$ cat config.mk
export PLATFORM = sky130hd
export DESIGN_NAME = xfl_top
export DESIGN_NICKNAME = d
export VERILOG_FILES = /design/src/inc/xfl_pkg.sv /design/src/rtl/xfl_sync_capture.sv /design/src/rtl/xfl_irq.sv /design/src/rtl/xfl_top.sv
export SDC_FILE = /design/constraint.sdc
export NUM_CORES = 1
export LEC_CHECK = 0
export ABC_AREA = 1
export BUFFER_PORTS_ARGS = -buffer_cell sky130_fd_sc_hd__buf_4
export CORE_ASPECT_RATIO = 0.8
export CORE_UTILIZATION = 40
export DETAILED_ROUTE_END_ITERATION = 10
export PLACE_DENSITY = 0.59
export REMOVE_ABC_BUFFERS = 1
export SLEW_MARGIN = 20
export SYNTH_ARGS = -nofsm -noshare
export SYNTH_HDL_FRONTEND = slang
export SYNTH_SLANG_ARGS = --single-unit
$ cat constraint.sdc
create_clock -name ref_clk -period 4.8 [get_ports ref_clk]
set_input_delay 0.24 -clock ref_clk [delete_from_list [all_inputs] [get_ports ref_clk]]
set_output_delay 0.24 -clock ref_clk [all_outputs]
set_load 0.02 [all_outputs]
$ cat src/inc/xfl_pkg.sv
// Purpose: Shared constants for the FIFO latency report block
// Assumes: 32-bit register words, byte addresses on an 8-bit address port
// Notes: Delay counts are in 1/128ths of a measurement clock period
package xfl_pkg;

  localparam int ADDR_W = 8;
  localparam int DATA_W = 32;
  localparam int CNT_W = 9;
  localparam int NUM_MEAS = 4;

  // Register byte addresses
  localparam logic [7:0] TX_DELAY_OFF = 8'h84;
  localparam logic [7:0] RX_DELAY_OFF = 8'h88;
  localparam logic [7:0] IRQ_STAT_OFF = 8'h8C;
  localparam logic [7:0] IRQ_MASK_OFF = 8'h90;
  localparam logic [7:0] CTRL_OFF = 8'h94;

  // Field layout shared by both delay registers
  localparam int PCS_VALID_BIT = 31;
  localparam int PCS_LSB = 16;
  localparam int CORE_VALID_BIT = 15;
  localparam int CORE_LSB = 0;

  // Control register: self-clearing command to drop all valid flags
  localparam int CTRL_CLR_VALID_BIT = 0;

  // Measurement index, also the bit position in status and mask
  localparam int MEAS_TX_PCS = 0;
  localparam int MEAS_TX_CORE = 1;
  localparam int MEAS_RX_PCS = 2;
  localparam int MEAS_RX_CORE = 3;

  // Count scale: latency = period * count / DELAY_DIVISOR
  localparam int DELAY_DIVISOR = 128;

  localparam logic [31:0] WORD_RESET = 32'h0000_0000;
  localparam logic [8:0] CNT_RESET = 9'h000;
  localparam logic [3:0] FLAGS_RESET = 4'h0;

endpackage : xfl_pkg

$ cat src/rtl/xfl_sync_capture.sv
// Purpose: Bring one measured delay count into the register clock domain
// Assumes: Source holds the count stable from one cycle before it flips
//          its toggle until its next toggle
// Notes: Count passes two flip-flops, toggle three; update is a pulse
`timescale 1ns/1ps
module xfl_sync_capture (
  input wire logic ref_clk,
  input wire logic rst,
  input wire logic [8:0] src_cnt,
  input wire logic src_tgl,
  output logic [8:0] cnt_q,
  output logic upd_q
);

  logic [8:0] cnt_s1_q;
  logic [8:0] cnt_s1_d;
  logic [8:0] cnt_d;
  logic tgl_s1_q;
  logic tgl_s1_d;
  logic tgl_s2_q;
  logic tgl_s2_d;
  logic tgl_s3_q;
  logic tgl_s3_d;
  logic upd_d;

  always_comb begin
    cnt_s1_d = src_cnt;
    cnt_d = cnt_s1_q;
    tgl_s1_d = src_tgl;
    tgl_s2_d = tgl_s1_q;
    tgl_s3_d = tgl_s2_q;
    // Edge of the synchronised toggle marks a new measurement
    upd_d = tgl_s2_q ^ tgl_s3_q;
  end

  always_ff @(posedge ref_clk or posedge rst) begin
    if (rst) begin
      cnt_s1_q <= xfl_pkg::CNT_RESET;
      cnt_q <= xfl_pkg::CNT_RESET;
      tgl_s1_q <= 1'b0;
      tgl_s2_q <= 1'b0;
      tgl_s3_q <= 1'b0;
      upd_q <= 1'b0;
    end else begin
      cnt_s1_q <= cnt_s1_d;
      cnt_q <= cnt_d;
      tgl_s1_q <= tgl_s1_d;
      tgl_s2_q <= tgl_s2_d;
      tgl_s3_q <= tgl_s3_d;
      upd_q <= upd_d;
    end
  end

endmodule : xfl_sync_capture

$ cat src/rtl/xfl_irq.sv
// Purpose: Sticky event status, mask and level interrupt
// Assumes: Events are one-cycle pulses on ref_clk
// Notes: An event in the cycle of its clear keeps the bit set
`timescale 1ns/1ps
module xfl_irq (
  input wire logic ref_clk,
  input wire logic rst,
  input wire logic [3:0] event_in,
  input wire logic stat_we,
  input wire logic [3:0] stat_w1c,
  input wire logic mask_we,
  input wire logic [3:0] mask_wdata,
  output logic [3:0] stat_q,
  output logic [3:0] mask_q,
  output logic irq_q
);

  logic [3:0] stat_d;
  logic [3:0] mask_d;
  logic irq_d;

  always_comb begin
    stat_d = stat_q;
    if (stat_we) begin
      stat_d = stat_d & ~stat_w1c;
    end
    // Set wins over clear
    stat_d = stat_d | event_in;
    mask_d = mask_we ? mask_wdata : mask_q;
    irq_d = |(stat_d & mask_d);
  end

  always_ff @(posedge ref_clk or posedge rst) begin
    if (rst) begin
      stat_q <= xfl_pkg::FLAGS_RESET;
      mask_q <= xfl_pkg::FLAGS_RESET;
      irq_q <= 1'b0;
    end else begin
      stat_q <= stat_d;
      mask_q <= mask_d;
      irq_q <= irq_d;
    end
  end

endmodule : xfl_irq

$ cat src/rtl/xfl_top.sv
// Purpose: Read-only transceiver FIFO latency report registers
// Assumes: Measurements arrive from another clock as count plus toggle
// Notes: Reads return data in the cycle after the read strobe only
//
// How it works
// - Bit 31 of the transmit word is set once the transmit PCS delay is refreshed.
// - Bits 24:16 of the transmit word carry the 9-bit transmit PCS delay in 1/128 periods.
// - Bit 15 of the transmit word is set once the transmit core delay is refreshed.
// - Bits 8:0 of the transmit word carry the 9-bit transmit core delay in 1/128 periods.
// - The delay registers exist only when the block is built for the newer family.
// - The transmit word sits at 0x84, resets to zero and reads zero in bits 30:25 and 14:9.
// - The receive word sits at 0x88 and its bit 31 flags a refreshed receive PCS delay.
// - Bits 24:16 of the receive word carry the 9-bit receive PCS delay in 1/128 periods.
// - Bits 8:0 of the receive word carry the receive core delay, flagged by bit 15.
//
// Chosen here: strobed register access.
`timescale 1ns/1ps
module xfl_top #(
  parameter bit HAS_XCVR_DELAY = 1'b1
) (
  input wire logic ref_clk,
  input wire logic rst,
  input wire logic [7:0] addr,
  input wire logic [31:0] wr_data,
  input wire logic wr_en,
  input wire logic rd_en,
  output logic [31:0] rd_data,
  output logic irq,
  input wire logic [8:0] meas_tx_pcs_cnt,
  input wire logic meas_tx_pcs_tgl,
  input wire logic [8:0] meas_tx_core_cnt,
  input wire logic meas_tx_core_tgl,
  input wire logic [8:0] meas_rx_pcs_cnt,
  input wire logic meas_rx_pcs_tgl,
  input wire logic [8:0] meas_rx_core_cnt,
  input wire logic meas_rx_core_tgl
);

  ////////////////////////////////////////////////////////////////////////////////
  // Declarations

  logic [8:0] src_cnt [xfl_pkg::NUM_MEAS];
  logic src_tgl [xfl_pkg::NUM_MEAS];
  logic [8:0] sync_cnt [xfl_pkg::NUM_MEAS];
  logic [3:0] sync_upd;

  logic [8:0] cnt_q [xfl_pkg::NUM_MEAS];
  logic [8:0] cnt_d [xfl_pkg::NUM_MEAS];
  logic [3:0] valid_q;
  logic [3:0] valid_d;
  logic [3:0] upd_evt;

  logic [31:0] rd_data_q;
  logic [31:0] rd_data_d;

  logic stat_we;
  logic mask_we;
  logic clr_valid;
  logic [3:0] stat_q;
  logic [3:0] mask_q;
  logic irq_q;

  ////////////////////////////////////////////////////////////////////////////////
  // Helpers

  // Pack one delay word: PCS count and flag high, core count and flag low
  function automatic logic [31:0] pack_word(
    input logic pcs_valid,
    input logic [8:0] pcs_cnt,
    input logic core_valid,
    input logic [8:0] core_cnt
  );
    logic [31:0] w;
    w = xfl_pkg::WORD_RESET;
    w[xfl_pkg::PCS_VALID_BIT] = pcs_valid;
    w[xfl_pkg::PCS_LSB +: xfl_pkg::CNT_W] = pcs_cnt;
    w[xfl_pkg::CORE_VALID_BIT] = core_valid;
    w[xfl_pkg::CORE_LSB +: xfl_pkg::CNT_W] = core_cnt;
    return w;
  endfunction : pack_word

  // Write strobe aimed at one register offset
  function automatic logic wr_hit(
    input logic we,
    input logic [7:0] a,
    input logic [7:0] off
  );
    return we && (a == off);
  endfunction : wr_hit

  // Four event flags in the low bits of an otherwise zero word
  function automatic logic [31:0] flags_word(
    input logic [3:0] flags
  );
    logic [31:0] w;
    w = xfl_pkg::WORD_RESET;
    w[xfl_pkg::NUM_MEAS-1:0] = flags;
    return w;
  endfunction : flags_word

  ////////////////////////////////////////////////////////////////////////////////
  // Measurement inputs into the register clock

  always_comb begin
    src_cnt[xfl_pkg::MEAS_TX_PCS] = meas_tx_pcs_cnt;
    src_cnt[xfl_pkg::MEAS_TX_CORE] = meas_tx_core_cnt;
    src_cnt[xfl_pkg::MEAS_RX_PCS] = meas_rx_pcs_cnt;
    src_cnt[xfl_pkg::MEAS_RX_CORE] = meas_rx_core_cnt;
    src_tgl[xfl_pkg::MEAS_TX_PCS] = meas_tx_pcs_tgl;
    src_tgl[xfl_pkg::MEAS_TX_CORE] = meas_tx_core_tgl;
    src_tgl[xfl_pkg::MEAS_RX_PCS] = meas_rx_pcs_tgl;
    src_tgl[xfl_pkg::MEAS_RX_CORE] = meas_rx_core_tgl;
  end

  for (genvar i = 0; i < xfl_pkg::NUM_MEAS; i++) begin : g_meas
    xfl_sync_capture u_cap (
      .ref_clk(ref_clk),
      .rst(rst),
      .src_cnt(src_cnt[i]),
      .src_tgl(src_tgl[i]),
      .cnt_q(sync_cnt[i]),
      .upd_q(sync_upd[i])
    );
  end

  ////////////////////////////////////////////////////////////////////////////////
  // Delay counts and valid flags

  always_comb begin
    // Variants without the delay registers never see an update
    upd_evt = HAS_XCVR_DELAY ? sync_upd : xfl_pkg::FLAGS_RESET;
    valid_d = valid_q;
    if (clr_valid) begin
      valid_d = xfl_pkg::FLAGS_RESET;
    end
    // Count and flag load in the same cycle; a new update beats a clear
    valid_d = valid_d | upd_evt;
    for (int i = 0; i < xfl_pkg::NUM_MEAS; i++) begin
      cnt_d[i] = upd_evt[i] ? sync_cnt[i] : cnt_q[i];
    end
  end

  always_ff @(posedge ref_clk or posedge rst) begin
    if (rst) begin
      valid_q <= xfl_pkg::FLAGS_RESET;
      for (int i = 0; i < xfl_pkg::NUM_MEAS; i++) begin
        cnt_q[i] <= xfl_pkg::CNT_RESET;
      end
    end else begin
      valid_q <= valid_d;
      for (int i = 0; i < xfl_pkg::NUM_MEAS; i++) begin
        cnt_q[i] <= cnt_d[i];
      end
    end
  end

  ////////////////////////////////////////////////////////////////////////////////
  // Update events, mask and interrupt

  always_comb begin
    stat_we = wr_hit(wr_en, addr, xfl_pkg::IRQ_STAT_OFF);
    mask_we = wr_hit(wr_en, addr, xfl_pkg::IRQ_MASK_OFF);
    // Only a one in the clear bit acts, other control bits stay free
    clr_valid = wr_hit(wr_en, addr, xfl_pkg::CTRL_OFF)
      && wr_data[xfl_pkg::CTRL_CLR_VALID_BIT];
  end

  xfl_irq u_irq (
    .ref_clk(ref_clk),
    .rst(rst),
    .event_in(upd_evt),
    .stat_we(stat_we),
    .stat_w1c(wr_data[xfl_pkg::NUM_MEAS-1:0]),
    .mask_we(mask_we),
    .mask_wdata(wr_data[xfl_pkg::NUM_MEAS-1:0]),
    .stat_q(stat_q),
    .mask_q(mask_q),
    .irq_q(irq_q)
  );

  assign irq = irq_q;

  ////////////////////////////////////////////////////////////////////////////////
  // Register read port

  always_comb begin
    // Data stand only in the cycle after the strobe; unmapped reads zero
    rd_data_d = xfl_pkg::WORD_RESET;
    if (rd_en) begin
      case (addr)
        xfl_pkg::TX_DELAY_OFF: begin
          if (HAS_XCVR_DELAY) begin
            rd_data_d = pack_word(valid_q[xfl_pkg::MEAS_TX_PCS],
                                  cnt_q[xfl_pkg::MEAS_TX_PCS],
                                  valid_q[xfl_pkg::MEAS_TX_CORE],
                                  cnt_q[xfl_pkg::MEAS_TX_CORE]);
          end
        end
        xfl_pkg::RX_DELAY_OFF: begin
          if (HAS_XCVR_DELAY) begin
            rd_data_d = pack_word(valid_q[xfl_pkg::MEAS_RX_PCS],
                                  cnt_q[xfl_pkg::MEAS_RX_PCS],
                                  valid_q[xfl_pkg::MEAS_RX_CORE],
                                  cnt_q[xfl_pkg::MEAS_RX_CORE]);
          end
        end
        xfl_pkg::IRQ_STAT_OFF: begin
          rd_data_d = flags_word(stat_q);
        end
        xfl_pkg::IRQ_MASK_OFF: begin
          rd_data_d = flags_word(mask_q);
        end
        default: begin
          rd_data_d = xfl_pkg::WORD_RESET;
        end
      endcase
    end
  end

  always_ff @(posedge ref_clk or posedge rst) begin
    if (rst) begin
      rd_data_q <= xfl_pkg::WORD_RESET;
    end else begin
      rd_data_q <= rd_data_d;
    end
  end

  assign rd_data = rd_data_q;

endmodule : xfl_top

Yosys cells after proc, flatten, opt, wreduce, memory -nomap -nowiden --
Cells that the tools add are included.
Cells by class: reductions and logical operators 5, bitwise gates (word level) 9, mux-type cells 5, eq/ne operators 5
Operator list (number):
- $pmux W32 S4 | 1
- $eq A8 B8 Y1 const B | 5
- $mux W32 | 1
- $mux W4 | 3
- $and A4 B4 Y4 | 2
- $or A4 B4 Y4 | 2
- $logic_and A1 B1 Y1 | 4
- $not A4 Y4 | 1
- $reduce_or A4 Y1 | 1
- $xor A1 B1 Y1 | 4
Storage, ports and cells: flip-flop bits (word level) 169, input port bits 84, logic and storage cells 57, output and inout bits 33

Depth between registers and ports, before layout --
Gate-level depths: netlist of run 1.
word-level depth 6, mapped depth 10

By module --
A second synthesis of run 1 with hierarchy kept.
Unflattened totals: cells, all modules 463, area total of the unflattened synthesis 5308.8 um^2
By module, submodules not included:
- xfl_top | cells each 303, area an instance 2632.5 um^2, sequential area each 1501.4 um^2, instances 1
- xfl_sync_capture | cells each 28, area an instance 573.0 um^2, sequential area each 550.5 um^2, instances 4
- xfl_irq | cells each 48, area an instance 384.1 um^2, sequential area each 225.2 um^2, instances 1

Least setup slack after synthesis of run 1 --
Ideal clock, no wire load.
kind input -> register, start point input addr[5], end point register rd_data_q[0] (netlist: rd_data[0]), buffers on the path 1, data arrival time 1.058 ns, setup time 0.074 ns, slack 3.668 ns, cell stages on the path 7, cells stage by stage nor2_2 -> nand2_1 -> or2_4 -> buf_6 -> o22ai_1 -> nor2_1 -> nor2_1
On the way: longest elaborated chain between the ends 3, elaborated cells on any way between the ends 6
RTL lines:
- start: declaration | RTL line xfl_top.sv:23 | input wire logic [7:0] addr,
- $eq A8 B8 Y1 | RTL line xfl_top.sv:190 | case (addr)
- $pmux W32 S4 * | RTL line xfl_top.sv:190
- $mux W32 * | RTL line xfl_top.sv:189 | if (rd_en) begin
- named net rd_data_d[0] | RTL line xfl_top.sv:54 | logic [31:0] rd_data_d;
- end signal: assignment | RTL line xfl_top.sv:222 | rd_data_q <= xfl_pkg::WORD_RESET;
- end signal: assignment | RTL line xfl_top.sv:224 | rd_data_q <= rd_data_d;
- end: declaration | RTL line xfl_top.sv:53 | logic [31:0] rd_data_q;
Mark *: on every way through the listed nets, which the timed path passes. The rest lies on a longest branch. A chain may end at the register's enable or synchronous reset.

Worst setup path in the final report of run 1 --
start point register g_meas[2].u_cap.upd_q, end point register u_irq.irq_q
On the way: longest elaborated chain between the ends 3
RTL lines:
- start: declaration | RTL line xfl_sync_capture.sv:12 | output logic upd_q
- start signal: assignment | RTL line xfl_sync_capture.sv:50 | upd_q <= upd_d;
- $or A4 B4 Y4 | RTL line xfl_irq.sv:28 | stat_d = stat_d | event_in;
- named net u_irq.stat_d[2] | RTL line xfl_irq.sv:18 | logic [3:0] stat_d;
- $and A4 B4 Y4 | RTL line xfl_irq.sv:30 | irq_d = |(stat_d & mask_d);
- $reduce_or A4 Y1 | RTL line xfl_irq.sv:30
- named net u_irq.irq_d | RTL line xfl_irq.sv:20 | logic irq_d;
- end signal: assignment | RTL line xfl_irq.sv:41 | irq_q <= irq_d;
- end: declaration | RTL line xfl_irq.sv:15 | output logic irq_q
The timed path passes the listed nets, and every way through them passes these cells.

==> parameters.txt, run 1 <==
Parameter                              Value

Outcome
  Run status ... completed

Setup path
  CP max stage delay ... 0.73 ns
  Source of the worst register-to-register timing path ... g_meas[2].u_cap.upd_q$_DFF_PP0_
  WP data required ... a little over 5 ns
  Reg-to-reg endpoint ... u_irq.irq_q$_DFF_PP0_
  Buffering stage count on the worst path with inverters included ... 2
  Crit path kind ... reg -> reg
  Most Frequent Cell on Critical Path ... nand2_1
  Slowest cell on crit path ... dfrtp_1
  Worst-path cell chain ... inv_1, nand3_1, nand2_1, nand2_1, inv_1, nand2_1
  Kind of cell adding the most delay to the critical path ... flip-flops
  Worst reg-to-reg setup slack ... 3.55 ns
  Arrival time of the worst setup path ... 1.60 ns
  Type of origin of the critical path ... register
  Max Fanout on Critical Path ... 19
  Path depth of the worst reg2reg path ... 6
  Endpoint type of the worst setup path ... register

Timing
  Fin Clk Skew ... 0.00718 ns
  Count of endpoints failing hold in the final timing report ... 0
  Clock period minus worst slack ... 1.25 ns
  Total Neg Setup Slack ... 0 ns
  Timing-limited maximum frequency ... 797 MHz
  Actual slew at the worst max-slew pin ... between 0.9 and 1 ns
  Setup Viol. Count Final ... 0
  Pins over their slew limit ... 0
  Final period utilization ... a little over a quarter
  RSZ-0062 raised after global routing ... no
  Worst-case headroom to the max-slew limit ... between 30% and 40%

Detailed routing
  Iteration count of the initial detailed-routing pass ... 4
  Post-detailed-routing wire length ... 9320 um
  Post-DR wirelength/cell ... 12.2 um
  Initial drt markers ... 194
  Total DRC errors in the routed layout ... 0
  Number of vias per cell ... ~4.3
  Vias post-DR ... between 3,000 and 4,000
  Antenna-violating nets left ... 0

Clocking
  Maximum level of the CTS H-tree ... 4
  Clock Path Buffers ... 2
  TritonCTS clock tree ... built
  CTS root buf ... clkbuf_16
  Number of setup buffers added after CTS ... 0
  Number of gates resized after CTS ... 0
  Number of clock sinks ... between 150 and 200
  Clock slew at the register clock pins of the worst setup and hold paths ... 0.06 ns
  Number of buffers created by CTS ... 17
  Clk Latency, worst-skew pair ... 0.41 ns

Die
  Y dimension of the die ... 106 um
  Starting density of the core ... 41.4%
  Horizontal die dimension ... 132 um
  Core outline area ... 13,000 sq um
  # rows ... 37
  Count of boundary I/O pins ... 117
  Total Die Area ... roughly 14,000 sq um

Finish
  NumNets Final ... 661
  Synth-to-layout area growth ... 32.1%
  Ant. Diodes ... 0
  Layout Utilization ... around 55%
  Final std cell area, no fill ... 7110 sq um
  Fraction of final layout cells with drive strength greater than 1 ... 23.1%

Power
  Peak supply drop ... 0.305 mV
  Share of total power in combinational logic ... 6.2%
  Leakage ... roughly 0.0035 uW
  Power spent charging and discharging nets ... 687 uW
  Part of the power in registers ... 47.7%
  Sw Ratio ... 22.6%
  Pwr dens ... 428 nW/um^2
  Pwr Total ... 3040 uW
  Power Internal ... 2350 uW
  Clk pwr share ... between 40 and 50%

Logic synthesis
  Number of standard cells after synthesis ... 454
  Top flip-flop cell by instance count after synthesis ... dfrtp_1
  Mean cell area of the mapped netlist ... around 12 sq um
  Top-area cell type share of the netlist area ... 73.0%
  Post-synthesis register bit count ... 157
  Post-synth EDFFs ... 0
  FFs w/ async S/R, synth ... between 90% and 100%
  Netlist Area Pre-Place ... 5380 sq um
  Most common cell in the netlist ... dfrtp_1
  Library cells used by synthesis ... 24
  Yosys Warn Count ... 0
  Top cell types by occurrence after synthesis ... dfrtp_1 (157), inv_1 (80), nand2_1 (62)
  Cell accounting for the most synthesized area ... dfrtp_1
  Sequential cell area fraction in the yosys report ... between 70 and 80%
  Cell types with the largest area share after synthesis ... dfrtp_1 (73%), inv_1 (5.6%), nand2_1 (4.3%), o21ai_0 (4.1%), o22ai_2 (3.3%)

Placement
  Number of port buffers ... 76
  Detailed-placement wirelength estimate ... 5710 um
  Standard cell area after detailed placement ... 6080 sq um
  Last weighted congestion value of the routability-driven placer ... 0.794

Global routing
  Pin count of the biggest net entering global routing ... between 100 and 150
  Initial antenna violation count ... 0
  First-pass GRT wire length ... 16,100 um
  Total congestion overflow ... 0
  Number of global-route vias before repair ... around 3,400
  GR Util All Layers ... 14.9%

Job
  Max-cap viol count ... 0

Hold path
  Worst hold path type ... in -> async
==> cells by family after synthesis <==
family,Yosys count,share of synthesized area (%)
flops,157,73.0
simple gates,116,9.18
buf+inv,108,8.69
compound gates,68,8.41
xor+xnor,4,0.651
other cells,1,0.0697
==> final cells by class <==
type	count	area, sq um
sequential	157	3930
inverter	83	317
timing repair buffer	118	986
clock buffer	19	453
tap	175	219
fill	1106	5900
multi-input combinational	200	1030
clock inverter	13	178
==> repair_timing <==
action / CTS / global route
hold buffers: 40 / 0
endpoints found under the hold margin: 40 / 0
endpoints found under the setup margin: 0 / 0
==> metrics by stage <==
stage | setup slack, ns | hold WS [ns] | std cells
global route | 3.29 | 0.0875 | 765
CTS | 3.52 | 0.0851 | 765
finish | 3.55 | 0.0553 | 765
floorplan | 0.325 | 0.271 | 440
detailed placement | 3.07 | 0.335 | 693
global placement | 3.11 | 0.332 | 693
==> registers in the layout (all words and copies together), names as in the netlist <==
name / flops
u_irq.mask_q: 4
cnt_q: 36
valid_q: 4
g_meas.u_cap.tgl_s3_q: 4
g_meas.u_cap.tgl_s1_q: 4
g_meas.u_cap.upd_q: 4
u_irq.stat_q: 4
u_irq.irq_q: 1
g_meas.u_cap.tgl_s2_q: 4
rd_data: 20
g_meas.u_cap.cnt_d: 36
g_meas.u_cap.cnt_q: 36
==> power groups by stage <==
| stage | Clock [uW] | Combinational, uW | Sequential [uW] |
|---|---|---|---|
| after floorplan | 0 | 98.3 | 1460 |
| after global placement | 0 | 159 | 1470 |
| after detailed placement | 0 | 166 | 1480 |
| after CTS | 1430 | 192 | 1450 |
| after global routing | 1490 | 217 | 1460 |
| final | 1400 | 188 | 1450 |
==> cells in the final DEF, fill, tap and decap left out, types with 2 or more instances in the layout <==
master	instances
bufinv_16	3
o21ai_0	44
nor2_1	31
inv_6	6
o22ai_1	6
nand2_1	62
o21ai_1	4
dlygate4sd3_1	40
nand3_2	2
buf_4	78
inv_1	79
nor2_2	5
clkbuf_16	17
dfrtp_1	157
xor2_1	4
clkbuf_8	2
inv_2	2
clkinvlp_4	2
conb_1	12
nand3_1	11
o22ai_2	14
clkinv_4	2
==> per-layer routing <==
metal / routed length, um / track usage (%) / vias to the layer above
met1: 4190 / 18.9 / 1593
met3: 375 / 3.90 / 10
met2: 4620 / 24.3 / 86
met4: 127 / 6.40 / 0
li1: - / - / 1613
met5: 0 / 0 / -
==> worst max path at each step <==
stage	start	endpoint	slack, ns	cells past startpoint
after detailed placement	rst	g_meas[2].u_cap.cnt_q[2]$_DFF_PP0_	3.07	3
final	g_meas[2].u_cap.upd_q$_DFF_PP0_	u_irq.irq_q$_DFF_PP0_	3.55	6
after global placement	rst	g_meas[0].u_cap.cnt_q[2]$_DFF_PP0_	3.11	3
after global routing	rst	cnt_q[16]$_DFFE_PP0P_	3.29	3
after CTS	rst	cnt_q[16]$_DFFE_PP0P_	3.52	3
after floorplan	rst	cnt_q[0]$_DFFE_PP0P_	0.33	1
Note: power is estimated with default switching activity, not from simulation.
==> inputs of run 2 (changes only) <==
clock period = 1.3 ns   (was 4.8 ns; I/O delays follow)
==> parameters.txt, run 2 (synthesized netlist as in run 1, its figures left out) <==
Parameter                              Value

Outcome
  Run status ... completed

Hold path
  Worst hold path type ... in -> reg

Detailed routing
  Total DRC errors in the routed layout ... 0
  Initial drt markers ... between 200 and 300
  Antenna-violating nets left ... 0
  Post-DR wirelength/cell ... around 12 um
  Iteration count of the initial detailed-routing pass ... 4
  Number of vias per cell ... roughly 4.3
  Post-detailed-routing wire length ... between 9000 and 10,000 um
  Vias post-DR ... between 3,000 and 4,000

Clocking
  TritonCTS clock tree ... built
  Number of setup buffers added after CTS ... 0
  Clock Path Buffers ... 2
  Number of buffers created by CTS ... 17
  Number of clock sinks ... 157
  CTS root buf ... clkbuf_16
  Clk Latency, worst-skew pair ... 0.42 ns
  Maximum level of the CTS H-tree ... 4
  Clock slew at the register clock pins of the worst setup and hold paths ... 0.06 ns
  CTS hold repair buffers ... between 40 and 50
  Number of gates resized after CTS ... 0

Die
  Total Die Area ... 13,900 sq um
  Count of boundary I/O pins ... 117
  Horizontal die dimension ... 132 um
  # rows ... 37
  Y dimension of the die ... 106 um
  Starting density of the core ... between 40% and 50%
  Core outline area ... about 13,000 sq um

Timing
  Total Neg Setup Slack ... 0 ns
  Minimum setup slack in the final design ... 0.196 ns
  Count of endpoints failing hold in the final timing report ... 0
  Setup Viol. Count Final ... 0
  RSZ-0062 raised after global routing ... no
  Pins over their slew limit ... 0
  Timing-limited maximum frequency ... approximately 910 MHz
  Fin Clk Skew ... 0.00599 ns
  Final period utilization ... a little over four fifths
  Clock period minus worst slack ... 1.10 ns

Finish
  NumNets Final ... roughly 680
  Most used cells in the layout excluding fill and tap cells ... dfrtp_1 (157), buf_4 (88), inv_1 (79), nand2_1 (62), dlygate4sd3_1 (47)
  Ant. Diodes ... 0
  Synth-to-layout area growth ... 36.0%
  Fraction of final layout cells with drive strength greater than 1 ... 24.6%
  Most common cell after layout, fill and taps aside ... dfrtp_1
  Final std cell area, no fill ... approximately 7300 sq um

Placement
  Last weighted congestion value of the routability-driven placer ... 0.793
  Number of port buffers ... 76
  Worst Setup Slack post-DPL ... 0.0128 ns
  Detailed-placement wirelength estimate ... between 6000 and 7000 um
  Standard cell area after detailed placement ... 6270 sq um

Power
  Leakage ... roughly 0.0036 uW
  Peak supply drop ... 1.19 mV
  Pwr Total ... ~11,000 uW
  Pwr dens ... between 1000 and 1500 nW/um^2

Setup path
  Crit path to ... valid_q[2]$_DFF_PP0_
  Most Frequent Cell on Critical Path ... buf_4
  Crit path kind ... in -> reg
  Path depth of the worst reg2reg path ... 6
  Worst-path cell chain ... dlygate4sd3_1, buf_4, inv_1, nor4_1, buf_4, o21ai_0
  Type of origin of the critical path ... primary input
  Max Fanout on Critical Path ... 7
  Slowest cell on crit path ... dlygate4sd3_1
  Critical path launch point ... wr_en
  CP max stage delay ... 0.53 ns
  Endpoint type of the worst setup path ... register
  Reg-to-reg endpoint ... u_irq.irq_q$_DFF_PP0_
  WP data required ... between 1.5 and 2 ns
  Source of the worst register-to-register timing path ... g_meas[2].u_cap.upd_q$_DFF_PP0_
  Arrival time of the worst setup path ... ~1.4 ns
  Worst reg-to-reg setup slack ... 0.20 ns

Job
  Max-cap viol count ... 0

Global routing
  First-pass GRT wire length ... between 15,000 and 20,000 um
  Initial antenna violation count ... 0
  Total congestion overflow ... 0
  Pin count of the biggest net entering global routing ... 46
  Number of global-route vias before repair ... about 3,600
  GR Util All Layers ... roughly 16%
==> run 2: cell count changes in the layout (fill, tap and decap cells not counted), sizes merged <==
cell         previous run  this run
buf                    78        94
dlygate4sd3            40        47
inv                    88        84
bufinv                  3         1
clkbuf                 19        21
clkinv                  3         5
clkinvlp                2         4
==> run 2: worst min path at each step <==
stage,from,cells after the start,slack [ns],end
floorplan,meas_tx_pcs_cnt[0],0,0.1,g_meas[0].u_cap.cnt_d[0]$_DFF_PP0_
global placement,rst,2,0.11,g_meas[0].u_cap.cnt_d[2]$_DFF_PP0_
detailed placement,rst,2,0.12,g_meas[0].u_cap.cnt_d[2]$_DFF_PP0_
CTS,addr[0],6,0.14,u_irq.stat_q[0]$_DFF_PP0_
global route,addr[0],6,0.18,u_irq.stat_q[0]$_DFF_PP0_
finish,addr[0],6,0.16,u_irq.stat_q[0]$_DFF_PP0_
==> run 2: layout make-up <==
cell class | instances | area [sq um]
fill | 1102 | 5690
sequential | 157 | 3930
timing repair buffer | 141 | 1250
multi-input combinational | 200 | 1030
clock buffer | 21 | 470
inverter | 83 | 317
tap | 175 | 219
clock inverter | 11 | 109
==> run 2: routing by layer <==
metal	share of wire, %	vias to the layer above	track usage (%)
li1	-	1661	-
met1	46	1633	20.3
met2	47	85	24.9
met3	4.7	10	5.63
met4	1.4	0	5.81
met5	0	-	0
==> run 2: critical path, delay by kind of cell <==
kind / cells / cell delay [ns]
compound gates: 1 / 0.08
simple gates: 1 / 0.33
buf+inv: 4 / 0.93
==> run 2: metrics by stage <==
stage / utilization (%) / hold slack, ns / cells
final: 56.3 / 0.158 / 788
after global routing: 56.3 / 0.182 / 788
after detailed placement: 48.2 / 0.118 / 709
after CTS: 56.3 / 0.142 / 788
after global placement: 48.2 / 0.111 / 709
after floorplan: - / 0.0964 / 440
==> run 2: where the power goes <==
part | switching (uW) | leakage [uW] | internal [uW]
registers | 115 | 0.00188 | 5210
clock network | 1920 | 0.000272 | 2800
logic | 450 | 0.00145 | 370
